`src/rtl/hsp_defines.svh`:
```
// Register offsets, control codes and timing counts for the switch controller.
`ifndef HSP_DEFINES_SVH
`define HSP_DEFINES_SVH
`define HSP_CLK_MHZ 100
`define HSP_OC_FILTER_US 16
`define HSP_OL_FILTER_US 64
`define HSP_OC_FILTER_CYC (`HSP_OC_FILTER_US * `HSP_CLK_MHZ)
`define HSP_OL_FILTER_CYC (`HSP_OL_FILTER_US * `HSP_CLK_MHZ)
`define HSP_PWM_FAST_HZ 400
`define HSP_PWM_SLOW_HZ 200
`define HSP_TICK_FAST_CYC ((`HSP_CLK_MHZ * 1000000) / (`HSP_PWM_FAST_HZ * 256))
`define HSP_TICK_SLOW_CYC ((`HSP_CLK_MHZ * 1000000) / (`HSP_PWM_SLOW_HZ * 256))
`define HSP_ADR_CTRL_LO 4'h0
`define HSP_ADR_CTRL_HI 4'h1
`define HSP_ADR_DUTY1 4'h2
`define HSP_ADR_DUTY2 4'h3
`define HSP_ADR_FREQ 4'h4
`define HSP_ADR_REC 4'h5
`define HSP_ADR_OC_STAT 4'h6
`define HSP_ADR_OL_STAT 4'h7
`define HSP_ADR_SUP_STAT 4'h8
`define HSP_CODE_OFF 3'h0
`define HSP_CODE_ON 3'h1
`define HSP_CODE_TMR1 3'h2
`define HSP_CODE_TMR2 3'h3
`define HSP_CODE_PWM1 3'h4
`define HSP_CODE_PWM2 3'h5
`endif

```
`src/rtl/hsp_pkg.sv`:
```
// Types shared by the switch controller.
package hsp_pkg;
  typedef enum logic [2:0] {
    HSP_MODE_NORMAL,
    HSP_MODE_STOP,
    HSP_MODE_SLEEP,
    HSP_MODE_RESTART,
    HSP_MODE_FAILSAFE
  } hsp_mode_e;
  typedef struct packed {
    logic [3:0] over_current;
    logic [3:0] open_load;
    logic supply_over;
    logic supply_under;
  } hsp_sense_s;
endpackage

```
`src/rtl/hsp_switch_ctrl.sv`:
```
// Four high-side switch controller with two PWM generators and a Wishbone register port.
`timescale 1ns/1ps
`include "hsp_defines.svh"
module hsp_switch_ctrl #(
  parameter int OC_FILTER_CYC = `HSP_OC_FILTER_CYC,
  parameter int OL_FILTER_CYC = `HSP_OL_FILTER_CYC,
  parameter int TICK_FAST_CYC = `HSP_TICK_FAST_CYC,
  parameter int TICK_SLOW_CYC = `HSP_TICK_SLOW_CYC
) (
  // Clock, reset, enable
  input wire logic ref_clk,
  input wire logic rstn,
  input wire logic clk_en,
  // Wishbone slave
  input wire logic wb_cyc_i,
  input wire logic wb_stb_i,
  input wire logic wb_we_i,
  input wire logic [3:0] wb_adr_i,
  input wire logic [3:0] wb_sel_i,
  input wire logic [31:0] wb_dat_i,
  output logic [31:0] wb_dat_o,
  output logic wb_ack_o,
  // Device mode, analog sense and timers
  input wire hsp_pkg::hsp_mode_e device_mode,
  input wire hsp_pkg::hsp_sense_s sense,
  input wire logic timer_one,
  input wire logic timer_two,
  // Switch drive
  output logic [3:0] high_side_output
);
  // The filter and prescaler counters are 24 bits wide; larger counts would wrap.
  if (OC_FILTER_CYC < 1 || OC_FILTER_CYC > 32'hffffff ||
      OL_FILTER_CYC < 1 || OL_FILTER_CYC > 32'hffffff) begin : gen_bad_filter
    $error("hsp_switch_ctrl: filter counts must fit the 24-bit counters");
  end
  if (TICK_FAST_CYC < 1 || TICK_FAST_CYC > 32'hffffff ||
      TICK_SLOW_CYC < 1 || TICK_SLOW_CYC > 32'hffffff) begin : gen_bad_tick
    $error("hsp_switch_ctrl: prescaler counts must fit the 24-bit counters");
  end

  logic [2:0] code_reg [4];
  logic [7:0] pwm_one_duty_setting, pwm_two_duty_setting;
  logic [1:0] pwm_frequency_select;
  logic supply_fault_recovery_enable;
  logic [3:0] overcurrent_status_group, open_load_status_group;
  logic ack_reg;
  logic [31:0] rdat_reg;
  logic supply_fault_reg;
  logic [7:0] phase_reg [2];
  logic [23:0] tick_reg [2];
  logic [1:0] pwm_level;
  logic [23:0] oc_cnt_reg [4];
  logic [23:0] ol_cnt_reg [4];

  wire bus_req = wb_cyc_i && wb_stb_i && !ack_reg;
  // A write lands on the edge that samples the acknowledge, so it happens exactly once.
  wire bus_wr = wb_ack_o && wb_we_i && wb_sel_i[0];
  wire supply_fault = sense.supply_over || sense.supply_under;
  wire supply_clear = supply_fault_reg && !supply_fault;
  // Outputs are dead while the device resets or sits in fail-safe.
  wire mode_block = (device_mode == hsp_pkg::HSP_MODE_RESTART) ||
    (device_mode == hsp_pkg::HSP_MODE_FAILSAFE);
  // Configuration is frozen outside normal mode; stop and sleep keep what was set.
  wire cfg_open = device_mode == hsp_pkg::HSP_MODE_NORMAL;
  logic [3:0] oc_trip;
  logic [3:0] ol_trip;

  // PWM generators: a prescaler tick advances an 8-bit phase, so a period is 256 ticks.
  genvar g;
  generate
    for (g = 0; g < 2; g++) begin : gen_pwm
      wire [23:0] tick_max = pwm_frequency_select[g] ?
        24'(TICK_FAST_CYC - 1) : 24'(TICK_SLOW_CYC - 1);
      wire [7:0] duty = (g == 0) ? pwm_one_duty_setting : pwm_two_duty_setting;
      always_ff @(posedge ref_clk) begin
        if (!rstn) begin
          tick_reg[g] <= 24'h0;
          phase_reg[g] <= 8'h0;
        end else if (clk_en) begin
          if (tick_reg[g] >= tick_max) begin
            tick_reg[g] <= 24'h0;
            phase_reg[g] <= phase_reg[g] + 8'h1;
          end else begin
            tick_reg[g] <= tick_reg[g] + 24'h1;
          end
        end
      end
      // Duty 1 gives one tick of on-time; the switch edges are slower, so it will not show.
      assign pwm_level[g] = phase_reg[g] < duty;
    end
  endgenerate

  // Per-switch routing and fault filters.
  genvar s;
  generate
    for (s = 0; s < 4; s++) begin : gen_sw
      logic drive;
      always_comb begin
        case (code_reg[s])
          `HSP_CODE_ON: drive = 1'b1;
          `HSP_CODE_TMR1: drive = timer_one;
          `HSP_CODE_TMR2: drive = timer_two;
          `HSP_CODE_PWM1: drive = pwm_level[0];
          `HSP_CODE_PWM2: drive = pwm_level[1];
          default: drive = 1'b0;
        endcase
      end
      // Stop and sleep do not gate the drive, so cyclic sense and PWM go on.
      wire on_now = drive && !mode_block && !supply_fault;
      always_ff @(posedge ref_clk) begin
        if (!rstn) begin
          high_side_output[s] <= 1'b0;
          oc_cnt_reg[s] <= 24'h0;
          ol_cnt_reg[s] <= 24'h0;
        end else if (clk_en) begin
          high_side_output[s] <= on_now && !oc_trip[s];
          // Filters run in normal, stop and sleep; restart and fail-safe force the output off, so they stay at zero.
          if (high_side_output[s] && sense.over_current[s]) begin
            oc_cnt_reg[s] <= oc_trip[s] ? oc_cnt_reg[s] : oc_cnt_reg[s] + 24'h1;
          end else begin
            oc_cnt_reg[s] <= 24'h0;
          end
          if (high_side_output[s] && sense.open_load[s]) begin
            ol_cnt_reg[s] <= ol_trip[s] ? ol_cnt_reg[s] : ol_cnt_reg[s] + 24'h1;
          end else begin
            ol_cnt_reg[s] <= 24'h0;
          end
        end
      end
      assign oc_trip[s] = oc_cnt_reg[s] >= 24'(OC_FILTER_CYC);
      assign ol_trip[s] = ol_cnt_reg[s] >= 24'(OL_FILTER_CYC);

      // Control code: over-current and unrecovered supply faults clear it; clear beats a write.
      wire [2:0] wr_code = wb_dat_i[3*(s%2) +: 3];
      wire wr_hit = bus_wr && cfg_open &&
        (wb_adr_i == ((s < 2) ? `HSP_ADR_CTRL_LO : `HSP_ADR_CTRL_HI));
      always_ff @(posedge ref_clk) begin
        if (!rstn) begin
          code_reg[s] <= `HSP_CODE_OFF;
          overcurrent_status_group[s] <= 1'b0;
          open_load_status_group[s] <= 1'b0;
        end else if (clk_en) begin
          if (oc_trip[s]) begin
            code_reg[s] <= `HSP_CODE_OFF;
          end else if (supply_clear && !supply_fault_recovery_enable) begin
            code_reg[s] <= `HSP_CODE_OFF;
          end else if (wr_hit) begin
            code_reg[s] <= wr_code;
          end
          // Sticky flags: writing one clears, a new event in the same cycle wins.
          if (oc_trip[s]) begin
            overcurrent_status_group[s] <= 1'b1;
          end else if (bus_wr && wb_adr_i == `HSP_ADR_OC_STAT && wb_dat_i[s]) begin
            overcurrent_status_group[s] <= 1'b0;
          end
          if (ol_trip[s]) begin
            open_load_status_group[s] <= 1'b1;
          end else if (bus_wr && wb_adr_i == `HSP_ADR_OL_STAT && wb_dat_i[s]) begin
            open_load_status_group[s] <= 1'b0;
          end
        end
      end
    end
  endgenerate

  // Remaining configuration registers, writable only in normal mode.
  always_ff @(posedge ref_clk) begin
    if (!rstn) begin
      pwm_one_duty_setting <= 8'h0;
      pwm_two_duty_setting <= 8'h0;
      pwm_frequency_select <= 2'h0;
      supply_fault_recovery_enable <= 1'b0;
      supply_fault_reg <= 1'b0;
    end else if (clk_en) begin
      supply_fault_reg <= supply_fault;
      if (bus_wr && cfg_open) begin
        if (wb_adr_i == `HSP_ADR_DUTY1) pwm_one_duty_setting <= wb_dat_i[7:0];
        if (wb_adr_i == `HSP_ADR_DUTY2) pwm_two_duty_setting <= wb_dat_i[7:0];
        if (wb_adr_i == `HSP_ADR_FREQ) pwm_frequency_select <= wb_dat_i[1:0];
        if (wb_adr_i == `HSP_ADR_REC) supply_fault_recovery_enable <= wb_dat_i[0];
      end
    end
  end

  // Read mux; unmapped addresses read zero and still acknowledge.
  logic [31:0] rmux;
  always_comb begin
    case (wb_adr_i)
      `HSP_ADR_CTRL_LO: rmux = {26'h0, code_reg[1], code_reg[0]};
      `HSP_ADR_CTRL_HI: rmux = {26'h0, code_reg[3], code_reg[2]};
      `HSP_ADR_DUTY1: rmux = {24'h0, pwm_one_duty_setting};
      `HSP_ADR_DUTY2: rmux = {24'h0, pwm_two_duty_setting};
      `HSP_ADR_FREQ: rmux = {30'h0, pwm_frequency_select};
      `HSP_ADR_REC: rmux = {31'h0, supply_fault_recovery_enable};
      `HSP_ADR_OC_STAT: rmux = {28'h0, overcurrent_status_group};
      `HSP_ADR_OL_STAT: rmux = {28'h0, open_load_status_group};
      `HSP_ADR_SUP_STAT: rmux = {30'h0, sense.supply_under, sense.supply_over};
      default: rmux = 32'h0;
    endcase
  end

  always_ff @(posedge ref_clk) begin
    if (!rstn) begin
      ack_reg <= 1'b0;
      rdat_reg <= 32'h0;
    end else if (clk_en) begin
      ack_reg <= bus_req;
      if (bus_req) rdat_reg <= rmux;
    end
  end
  // A low clock enable hides the acknowledge, so no master completes on an edge that writes nothing.
  assign wb_ack_o = ack_reg && wb_cyc_i && wb_stb_i && clk_en;
  assign wb_dat_o = rdat_reg;

  // Assertions.
  property p_mode_off;
    @(posedge ref_clk) disable iff (!rstn)
      clk_en && mode_block |=> high_side_output == 4'h0;
  endproperty
  a_mode_off: assert property (p_mode_off) else $error("output on in restart or fail-safe");

  property p_oc_clear;
    @(posedge ref_clk) disable iff (!rstn)
      clk_en && oc_trip[0] |=> code_reg[0] == `HSP_CODE_OFF && overcurrent_status_group[0];
  endproperty
  a_oc_clear: assert property (p_oc_clear) else $error("over-current did not clear switch");

  property p_oc_filter;
    @(posedge ref_clk) disable iff (!rstn)
      $rose(oc_cnt_reg[0] == 24'h1) |-> !oc_trip[0];
  endproperty
  a_oc_filter: assert property (p_oc_filter) else $error("over-current tripped too early");

  property p_ol_keep;
    @(posedge ref_clk) disable iff (!rstn)
      clk_en && ol_trip[1] && !oc_trip[1] && !mode_block && !supply_fault &&
      code_reg[1] == `HSP_CODE_ON |=> open_load_status_group[1] && high_side_output[1];
  endproperty
  a_ol_keep: assert property (p_ol_keep) else $error("open load handled wrongly");

  property p_supply_off;
    @(posedge ref_clk) disable iff (!rstn)
      clk_en && supply_fault |=> high_side_output == 4'h0;
  endproperty
  a_supply_off: assert property (p_supply_off) else $error("output on during supply fault");

  property p_no_rec;
    @(posedge ref_clk) disable iff (!rstn)
      clk_en && supply_clear && !supply_fault_recovery_enable |=> code_reg[2] == `HSP_CODE_OFF;
  endproperty
  a_no_rec: assert property (p_no_rec) else $error("control kept without recovery");

  property p_pwm_follow;
    @(posedge ref_clk) disable iff (!rstn)
      clk_en && code_reg[0] == `HSP_CODE_PWM1 && !mode_block && !supply_fault && !oc_trip[0]
      |=> high_side_output[0] == $past(pwm_level[0]);
  endproperty
  a_pwm_follow: assert property (p_pwm_follow) else $error("PWM not on output");

  property p_duty_zero;
    @(posedge ref_clk) disable iff (!rstn)
      pwm_two_duty_setting == 8'h0 |-> !pwm_level[1];
  endproperty
  a_duty_zero: assert property (p_duty_zero) else $error("PWM high at zero duty");

  property p_lowpower_on;
    @(posedge ref_clk) disable iff (!rstn)
      clk_en && device_mode == hsp_pkg::HSP_MODE_SLEEP && code_reg[0] == `HSP_CODE_ON &&
      !supply_fault && !oc_trip[0] |=> high_side_output[0];
  endproperty
  a_lowpower_on: assert property (p_lowpower_on) else $error("switch dropped in sleep");

  property p_cfg_locked;
    @(posedge ref_clk) disable iff (!rstn)
      clk_en && bus_wr && !cfg_open && wb_adr_i == `HSP_ADR_CTRL_LO && !oc_trip[0] &&
      !supply_clear |=> $stable(code_reg[0]);
  endproperty
  a_cfg_locked: assert property (p_cfg_locked) else $error("locked control changed");

  property p_oc_hold;
    @(posedge ref_clk) disable iff (!rstn)
      clk_en && code_reg[0] == `HSP_CODE_OFF && !gen_sw[0].wr_hit
      |=> code_reg[0] == `HSP_CODE_OFF;
  endproperty
  a_oc_hold: assert property (p_oc_hold) else $error("switched-off output came back");
endmodule

```
`config.mk`:
```
export PLATFORM = sky130hd
export DESIGN_NAME = hsp_switch_ctrl
export DESIGN_NICKNAME = d
export VERILOG_FILES = /design/src/rtl/hsp_pkg.sv /design/src/rtl/hsp_switch_ctrl.sv
export VERILOG_INCLUDE_DIRS = /design/src /design/src/rtl
export SDC_FILE = /design/constraint.sdc
export NUM_CORES = 1
export LEC_CHECK = 0
export BUFFER_PORTS_ARGS = -buffer_cell sky130_fd_sc_hd__buf_4
export CAP_MARGIN = 20
export CORE_ASPECT_RATIO = 1.25
export CORE_MARGIN = 8
export CORE_UTILIZATION = 40
export CTS_BUF_LIST = sky130_fd_sc_hd__clkbuf_2
export DETAILED_ROUTE_END_ITERATION = 7
export SLEW_MARGIN = 20
export SYNTH_ARGS = -nofsm -noshare
export SYNTH_HDL_FRONTEND = slang
export SYNTH_SLANG_ARGS = --single-unit
```
`constraint.sdc`:
```
create_clock -name ref_clk -period 5.4 [get_ports ref_clk]
set_input_delay 0.54 -clock ref_clk [delete_from_list [all_inputs] [get_ports ref_clk]]
set_output_delay 0.54 -clock ref_clk [all_outputs]
set_load 0.01 [all_outputs]
```
==> results of run 1 <==
-- stage by stage --
step	area, sq um	total power (W)
3_5_place_dp	17800	0.00314
3_3_place_gp	17800	0.00313
5_1_grt	18800	0.00498
6_report	18800	0.00471
2_1_floorplan	17000	0.00304
4_1_cts	18800	0.00481
-- routing by layer --
layer  vias to the layer above  routed length (um)  GRT usage (%)
met1                      5898               16000           19.0
met3                        97                1670           3.37
met4                         2                1360           7.43
met5                         -                  13              0
li1                       6198                   -              -
met2                       249               17800           24.9
-- worst max path at each step --
stage / startpoint / depth (start not counted) / endpoint
5_1_grt: ack_reg / 5 / gen_pwm[0].duty[2]
3_3_place_gp: pwm_frequency_select[0] / 7 / phase_reg[0][7]
3_5_place_dp: pwm_frequency_select[0] / 7 / phase_reg[0][4]
4_1_cts: pwm_frequency_select[0] / 7 / phase_reg[0][5]
2_1_floorplan: oc_cnt_reg[1][19] / 4 / oc_cnt_reg[1][0]
6_report: clk_en / 7 / gen_pwm[0].duty[2]
-- what timing repair did --
action                    in CTS  in global routing
gates resized for setup        0                  0
hold buffers                  26                  0
hold endpoints to repair      48                  0
-- worst min-delay path, delay by kind of cell --
family / cells / cell delay, ns
AND/OR/NAND/NOR: 2 / 0.31
buffers and inverters: 1 / 0.09
-- cell families (layout without fill, tap and decap cells) --
family | after synthesis | count (layout)
other | 1 | 51
xor gates and xnor gates | 187 | 187
and+or+nand+nor | 760 | 760
DFF | 309 | 309
AOI/OAI and AO/OA | 175 | 175
buffers and inverters | 137 | 294
muxes | 13 | 13
adders and majority gates | 48 | 48
-- placed cells by master (no fill, tap or decap), drive strengths merged, types with 3 or more instances in the layout --
cell         netlist  layout
a211oi            12      12
a21boi             9       9
a21oi             44      44
a22oi              7       7
and2              22      22
and3              34      34
and4              22      22
buf               27      58
clkbuf            46     115
clkinv             0      24
clkinvlp           0       5
conb               1      48
dfxtp             41      41
diode              0       3
dlygate4sd3        0      26
edfxtp           268     268
ha                48      48
inv               64      65
mux2               4       4
mux2i              7       7
nand2            114     114
nand3            110     110
nand3b             3       3
nand4             57      57
nand4b             3       3
nor2             217     217
nor2b             14      14
nor3              79      79
nor3b              5       5
nor4              32      32
nor4b              3       3
o211ai             3       3
o21a               3       3
o21ai             59      59
o22ai              5       5
o311ai             8       8
or3               27      27
or4               10      10
xnor2             80      80
xor2             107     107
-- final cells by class --
class                   count  area [sq um]
diodes                      3          7.51
clock buffers             114           571
clock inverters            31           163
fillers                  4118         23000
inverters                  64           240
multi-input cells        1231          7560
flip-flops and latches    309          8870
well taps                 559           699
repair buffers             85           701
-- power by group through the flow --
stage          sequential [W]  clock (W)  combinational (W)
2_1_floorplan         0.00282          0           0.000212
3_3_place_gp          0.00285          0           0.000281
3_5_place_dp          0.00285          0           0.000286
4_1_cts               0.00280    0.00171           0.000301
5_1_grt               0.00282    0.00183           0.000337
6_report              0.00280    0.00161           0.000301
==> impl_results.md, run 1 <==
* Worst path bufs/invs at 3
* Die area at 48900 sq um
* Layout Utilization at 45.0%
* Adder-Cell Fraction of Synth Area at 3.57%
* Synth unique cells at 72
* Starting DRT DRC Count at 744
* First-pass GRT wire length at 61700 um
* Maximum vdd drop at 0.000146 V
* Required @ worst endpoint at 6.24 ns
* Worst hold margin at 0.104 ns
* Reg2Reg Setup Slack at 2.41 ns
* DR WL/cell at 15.4 um
* Synth-to-Final Area Change at 11.8%
* Via count at 12400
* Hold Vio Cnt, Final at 0
* Initial antenna violation count at 2
* Worst-margin pin slew at 1.01 ns
* Simple-Gate Fraction of Synth Area at 22.9%
* GRT Overall Usage at 15.3%
* Largest family of logic cells by synthesized area: simple AND/OR/NAND/NOR gates
* Core box area at 41800 sq um
* Power per Cell Area at 251 nW/um^2
* Nets at 1880
* Count leader, synth: edfxtp_1
* Die height at 245 um
* Cell taking the most area after synthesis: edfxtp_1
* HP Start: sense[5]
* Largest net degree at the start of global routing at 61
* Cells after synthesis at 1630
* CP max-delay cell: nor3b_2
* Compound-cell area share of the yosys netlist at 6.52%
* Sequential power share at 59.4%
* Syn_area_per_cell at 10.3 sq um
* Share of the synthesized area in the top cell type at 47.8%
* Final Max Tran Viols at 0
* Post-Route WL at 36900 um
* Number of vias per cell at 5.19
* Clock-pin slew of the registers on the worst-case setup and hold paths at 0.11 ns
* Worst-path maximum fanout at 16
* Power share of the combinational group at 6.4%
* Residual DRC at 0
* Register area share after synthesis at 52.7%
* Hold Path Depth at 3
* Die X at 199 um
* Dpl hpwl at 25200 um
* Commonest cells in the netlist: 268 x edfxtp_1, 217 x nor2_1, 114 x nand2_1, 110 x nand3_1, 107 x xor2_1
* Setup WS post-layout at 2.36 ns
* CTS Buf Count at 80
* GR Overflow Total at 0
* Most frequent CP cell: dlygate4sd3_1
* Startpoint types: primary input
* Final setup fails at 0
* Port Buffers at 46
* Clk_lat worst skew at 0.97 ns
* Static leakage at 6.51 nW
* IO Pins at 98
* Switch share at 27.1%
* Clock sinks at 309
* CTS tree: done
* First drt pass iteration count at 7
* Setup WS pre-CTS at 2.11 ns
* Main area contributors after synthesis: edfxtp_1 48%, xor2_1 5.6%, dfxtp_1 4.9%, nor2_1 4.8%, xnor2_1 4.2%
* Status: complete, no violations
* Critical path arrival at 3.88 ns
* Area of the mapped netlist at 16800 sq um
* Final setup TNS at 0 ns
* Post-CTS Setup Bufs at 0
* Post-synth EDFFs at 268
* Post-route insts no fill at 2396
* Row Count at 84
* Post-synth ARST share at 0%
* R2r endpoint: gen_pwm[0].duty[2]
* Min-Delay Path Class: in2reg
* Nature of the critical path endpoint: register
* Final Skew at 0.0753 ns
* CP top delay family: simple AND/OR/NAND/NOR gates
* Max-cap violations at 0
* Clock power share at 34.3%
* Internal at 0.00344 W
* Htree depth at 3
* Max stage delay on crit path at 0.84 ns
* Fin crit period at 3.04 ns
* Global placement routability congestion at 0.836
* Mux contribution to synthesized area at 0.952%
* Syn. warnings at 0
* Layout cells sized above 1 at 11.5%
* Reg2reg start: ack_reg
* Xor and xnor fraction of the mapped netlist area at 9.74%
* CP Class: in2reg
* Bufs on Longest Clock Path at 3
* Unrepaired setup endpoints after global routing: false
* CTS root buf: clkbuf_2
* Max-slew headroom at 32.6%
* Register-to-Register Path Depth at 5
* NetSw at 0.00128 W
* Initial Utilization at 40.2%
* Main synth FF type: edfxtp_1
* Number of register bits inferred by synthesis at 309
* Antenna Violating Nets Remaining at 0
* Worst Hold End: ol_cnt_reg[3][1]
* Crit path cell chain: dlygate4sd3_1 > buf_4 > nand4_1 > nor4b_2 > nor3b_2 > o21ai_0 > dlygate4sd3_1
* Final worst path period share at 56.2%
* Vias in the first global route at 12500
* Placed cells at 2221
* Fmax at 329 MHz
No activity file was read; power rests on OpenSTA's default activity.
==> run 2: changes to the inputs <==
clock period = 3.1 ns   (was 5.4 ns; I/O delays follow)
==> impl_results.md, run 2 (synthesized netlist as in run 1, its figures left out) <==
* IO Pins at 98 (unchanged)
* Core box area at 41800 sq um (unchanged)
* Largest net degree at the start of global routing at 32 (-48%)
* Layout cells sized above 1 at 12.5% (+1.0 points)
* Global placement routability congestion at 0.797 (-4.7%)
* Worst-margin pin slew at 0.966 ns (-0.0398 ns)
* Fin crit period at 2.78 ns
* DR WL/cell at 15.3 um (-0.88%)
* Post-Route WL at 37200 um (+0.78%)
* CTS tree: done
* Most frequent cells in the layout: 268 x edfxtp_1, 217 x nor2_1, 127 x clkbuf_2, 114 x nand2_1, 110 x nand3_1
* Tot Pwr at 0.00827 W (+75%)
* Via count at 12600 (+1.4%)
* Port Buffers at 46 (unchanged)
* Die height at 245 um (unchanged)
* Final setup TNS at 0 ns (unchanged)
* CP max-delay cell: dlygate4sd3_1
* Final Skew at 0.0798 ns (+0.00446 ns)
* Synth-to-Final Area Change at 14.2%
* CTS root buf: clkbuf_2
* Nets at 1924 (+2.3%)
* Number of vias per cell at 5.18 (-0.27%)
* Layout Utilization at 45.9% (+0.94 points)
* Crit path cell chain: nand4_1 > nor4b_2 > buf_4 > nor3b_2 > buf_4 > nand3_1 > dlygate4sd3_1 > o21ai_0 > dlygate4sd3_1
* Most common cell after layout, fill and taps aside: edfxtp_1
* Critical path arrival at 3.67 ns (-0.21 ns)
* Antenna Violating Nets Remaining at 0 (unchanged)
* Static leakage at 6.74 nW (+3.6%)
* Unrepaired setup endpoints after global routing: false
* Maximum vdd drop at 0.000223 V (+52%)
* Fmax at 360 MHz
* Htree depth at 3 (unchanged)
* Startpoint types: register
* Required @ worst endpoint at 4.00 ns (-2.24 ns)
* Max stage delay on crit path at 0.58 ns (-0.26 ns)
* Clk_lat worst skew at 0.95 ns (-0.02 ns)
* Bufs on Longest Clock Path at 3 (unchanged)
* Clock sinks at 309 (unchanged)
* Final worst path period share at 89.7%
* Hold Vio Cnt, Final at 0 (unchanged)
* Nature of the critical path endpoint: register
* Max-cap violations at 0 (unchanged)
* GR Overflow Total at 0 (unchanged)
* CTS Buf Count at 81 (+1.3%)
* Worst-path maximum fanout at 16 (unchanged)
* Clock-pin slew of the registers on the worst-case setup and hold paths at 0.12 ns (about the same)
* Setup WS pre-CTS at 0.327 ns (-1.79 ns)
* Post-CTS Setup Bufs at 0 (unchanged)
* Power per Cell Area at 430 nW/um^2 (+72%)
* GRT Overall Usage at 15.3% (about the same)
* Die X at 199 um (unchanged)
* Status: complete, no violations
* Row Count at 84 (unchanged)
* Die area at 48900 sq um (unchanged)
* Final Max Tran Viols at 0 (unchanged)
* Max-slew headroom at 35.4% (+2.8 points)
* Starting DRT DRC Count at 724 (-2.7%)
* Fillers at 4103 (-0.36%)
* Dpl hpwl at 25200 um (-0.20%)
* First-pass GRT wire length at 61300 um (-0.58%)
* Vias in the first global route at 12500 (-0.040%)
* Setup WS post-layout at 0.321 ns (-2.04 ns)
* Initial antenna violation count at 3 (+1)
* Reg2Reg Setup Slack at 0.32 ns (-2.09 ns)
* Final setup fails at 0 (unchanged)
* CP Class: reg2reg
* Initial Utilization at 40.2% (unchanged)
* Min-Delay Path Class: in2reg
* First drt pass iteration count at 7 (unchanged)
* Residual DRC at 0 (unchanged)
[run 2: metrics by stage]
stage / cell area (sq um) / hold WS, ns / instances
after CTS: 19200 / 0.0432 / 2434
final: 19200 / 0.160 / 2436
after global routing: 19200 / 0.0943 / 2436
after floorplan: 17000 / 0.440 / 1677
after global placement: 17900 / 0.459 / 2236
after detailed placement: 17900 / 0.469 / 2236
[run 2: worst paths after layout]
check	from	to	cells after the start
worst max register to register	ack_reg	gen_pwm[0].duty[2]	9
worst min register to register	overcurrent_status_group[2]	overcurrent_status_group[2]	2
worst min-delay path	device_mode[1]	high_side_output[2]	5
worst max-delay path	ack_reg	gen_pwm[0].duty[2]	9
[run 2: report_power, final]
part           internal (W)  switching (W)  total [W]
combinational      0.000236       0.000311   0.000547
sequential          0.00469       0.000182    0.00487
clock               0.00115        0.00169    0.00285
[run 2: repair_timing]
| item | 4_1_cts | 5_1_grt |
|---|---|---|
| hold buffers | 55 | 0 |
| resized for setup | 0 | 0 |
| setup endpoints to repair | 0 | 0 |
| hold endpoints to repair | 160 | 0 |
[run 2: critical path: cells and delay by family (launching register included)]
family	cells	cell delay [ns]
simple gates	4	0.70
buf+inv	4	1.59
flops	1	0.39
compound gates	1	0.09
[run 2: final cells by class]
cell class | count | area (sq um) | area share [%]
Antenna cell | 2 | 5.00 | 0.0261
Tap cell | 559 | 699 | 3.64
Inverter | 64 | 240 | 1.25
Clock buffer | 127 | 636 | 3.31
Timing Repair Buffer | 128 | 1110 | 5.79
Clock inverter | 16 | 88.8 | 0.463
Multi-Input combinational cell | 1231 | 7560 | 39.3
Sequential cell | 309 | 8870 | 46.2
[run 2: metal layers]
metal	vias up	track usage (%)	wire [um]
met4	2	6.76	1090
met1	5984	18.5	16300
met5	-	0	8
met3	81	3.25	1630
met2	250	25.9	18200
li1	6300	-	-
==> run 3: changes to the inputs <==
ABC_AREA = 1   (was default)
==> impl_results.md, run 3 <==
* Max stage delay on crit path at 0.72 ns (+0.14 ns)
* Via count at 15700 (+24%)
* Syn. warnings at 0 (unchanged)
* Setup WS pre-CTS at 0.648 ns (+0.321 ns)
* Final setup TNS at 0 ns (unchanged)
* CTS tree: done
* CTS Buf Count at 85 (+4.9%)
* Row Count at 88 (+4.8%)
* R2r endpoint: code_reg[2][2]
* Unrepaired setup endpoints after global routing: false
* Port Buffers at 46 (unchanged)
* Final worst path period share at 97.0% (+7.3 points)
* Critical path arrival at 3.72 ns (+0.05 ns)
* Core box area at 45800 sq um (+9.5%)
* Cell taking the most area after synthesis: edfxtp_1
* Nets at 2535 (+32%)
* Main synth FF type: edfxtp_1
* Clk_lat worst skew at 1.01 ns (+0.06 ns)
* Static leakage at 7.98 nW (+18%)
* Setup WS post-layout at 0.0937 ns (-0.227 ns)
* Startpoint types: primary input
* GRT Overall Usage at 16.8% (+1.5 points)
* Hold Vio Cnt, Final at 0 (unchanged)
* Final Max Tran Viols at 0 (unchanged)
* Area of the mapped netlist at 18400 sq um (+9.5%)
* Nature of the critical path endpoint: register
* Reg2Reg Setup Slack at 0.26 ns (-0.06 ns)
* HP Start: wb_dat_i[6]
* Final setup fails at 0 (unchanged)
* CP max-delay cell: dlygate4sd3_1
* Post-Route WL at 44900 um (+21%)
* Most common cell after layout, fill and taps aside: nand2_1
* DR WL/cell at 14.6 um (-4.5%)
* Required @ worst endpoint at 3.82 ns (-0.18 ns)
* Starting DRT DRC Count at 1095 (+51%)
* Worst Hold End: gen_pwm[1].duty[6]
* Clock sinks at 309 (unchanged)
* Post-synth ARST share at 0% (unchanged)
* Most frequent cells in the layout: 415 x nand2_1, 304 x inv_1, 271 x nor2_1, 268 x edfxtp_1, 171 x a21oi_1
* Clock-pin slew of the registers on the worst-case setup and hold paths at 0.10 ns (-0.02 ns)
* Number of vias per cell at 5.08 (-1.9%)
* Residual DRC at 0 (unchanged)
* Initial antenna violation count at 2 (-1)
* Cells after synthesis at 2215 (+36%)
* Syn_area_per_cell at 8.32 sq um (-19%)
* Bufs on Longest Clock Path at 3 (unchanged)
* Max-slew headroom at 56.2% (+21 points)
* Most frequent CP cell: dlygate4sd3_1
* Largest net degree at the start of global routing at 49 (+53%)
* Antenna Violating Nets Remaining at 0 (unchanged)
* Reg2reg start: ack_reg
* Die area at 53200 sq um (+8.8%)
* Worst-path maximum fanout at 5 (-11)
* Synth-to-Final Area Change at 14.0%
* Min-Delay Path Class: in2reg
* Crit path cell chain: dlygate4sd3_1 > buf_4 > nand2_1 > dlygate4sd3_1 > nor2_2 > nand3_2 > dlygate4sd3_1 > nor2_1 > dlygate4sd3_1 > nand2_1 > nand2_1
* Count leader, synth: nand2_1
* Commonest cells in the netlist: 415 x nand2_1, 305 x inv_1, 272 x nor2_1, 268 x edfxtp_1, 179 x a21oi_1
* Global placement routability congestion at 0.912 (+14%)
* Htree depth at 3 (unchanged)
* Synth unique cells at 51 (-29%)
* Worst-margin pin slew at 0.651 ns (-0.315 ns)
* Number of register bits inferred by synthesis at 309 (unchanged)
* Worst hold margin at 0.174 ns (+0.0135 ns)
* Layout cells sized above 1 at 11.9% (-0.67 points)
* IO Pins at 98 (unchanged)
* Die X at 208 um (+4.3%)
* Maximum vdd drop at 0.000204 V (-8.5%)
* Max-cap violations at 0 (unchanged)
* Vias in the first global route at 15400 (+23%)
* Status: complete, no violations
* GR Overflow Total at 0 (unchanged)
* First-pass GRT wire length at 74600 um (+22%)
* Initial Utilization at 40.2% (about the same)
* Die height at 256 um (+4.4%)
* Register area share after synthesis at 48.1% (-4.6 points)
* Register-to-Register Path Depth at 8 (-1)
* Dpl hpwl at 32700 um (+30%)
* First drt pass iteration count at 7 (unchanged)
* Main area contributors after synthesis: edfxtp_1 44%, nand2_1 8.5%, inv_1 6.2%, nor2_1 5.5%, a21oi_1 4.9%
* Hold Path Depth at 4 (-1)
* Power per Cell Area at 415 nW/um^2 (-3.6%)
* Fmax at 333 MHz (-7.6%)
* Final Skew at 0.0968 ns (+0.0171 ns)
* Share of the synthesized area in the top cell type at 43.7% (-4.2 points)
* Post-synth EDFFs at 268 (unchanged)
* CP Class: in2reg
* CTS root buf: clkbuf_2
* Fin crit period at 3.01 ns (+0.227 ns)
==> run 3: routing by layer <==
metal | share of wire, % | GRT usage, % | vias up
li1 | - | - | 7901
met1 | 42 | 19.6 | 7275
met2 | 49 | 28.9 | 376
met3 | 4.8 | 3.32 | 100
met4 | 3.4 | 8.72 | 0
met5 | 0 | 0 | -
==> run 3: logic make-up after synthesis <==
group	Yosys count	share of synthesized area, %
and+or+nand+nor	1128	28.9
buffers and inverters	362	8.18
AOI/OAI and AO/OA	315	9.03
DFF	309	48.1
xor gates and xnor gates	52	2.47
adders and majority gates	48	3.26
other	1	0.0204
==> run 3: critical path: cells and delay by family <==
| kind | cells | cell delay [ns] |
|---|---|---|
| buffers and inverters | 5 | 2.57 |
| and+or+nand+nor | 6 | 0.83 |
==> run 3: layout make-up <==
cell class / count / area, sq um
diodes: 2 / 5.00
clock buffers: 110 / 551
clock inverters: 46 / 324
fillers: 4525 / 24800
inverters: 314 / 1180
multi-input cells: 1591 / 8260
flip-flops and latches: 309 / 8870
well taps: 585 / 732
repair buffers: 125 / 1090
==> run 3: report_power, final <==
part	internal [W]	switching, W
logic	0.000217	0.000383
clock network	0.00142	0.00184
registers	0.00469	0.000171
==> run 3: what timing repair did <==
item | CTS | global route
setup endpoints to repair | 0 | 1
resized for setup | 0 | 0
buffers inserted | 0 | 0
hold endpoints to repair | 240 | 0
hold buffers | 61 | 0
==> run 3: worst max-delay path by stage <==
stage | start | endpoint | slack (ns) | depth (start not counted)
floorplan | oc_cnt_reg[1][14] | oc_cnt_reg[1][0] | 0.47 | 6
global placement | clk_en | ol_cnt_reg[1][20] | 0.68 | 7
detailed placement | clk_en | ol_cnt_reg[1][21] | 0.65 | 7
CTS | wb_adr_i[3] | gen_pwm[1].duty[7] | 0.14 | 11
global route | wb_we_i | code_reg[2][2] | 0.1 | 11
finish | wb_we_i | code_reg[2][2] | 0.09 | 11
==> run 3: stage by stage <==
step,cells,instance area [sq um],util (%),total power [W]
3_3_place_gp,2864,19500,42.6,0.00549
5_1_grt,3081,21000,45.9,0.00919
3_5_place_dp,2864,19500,42.6,0.00551
4_1_cts,3081,21000,45.9,0.00887
6_report,3082,21000,45.9,0.00872
2_1_floorplan,2262,18600,-,0.00531
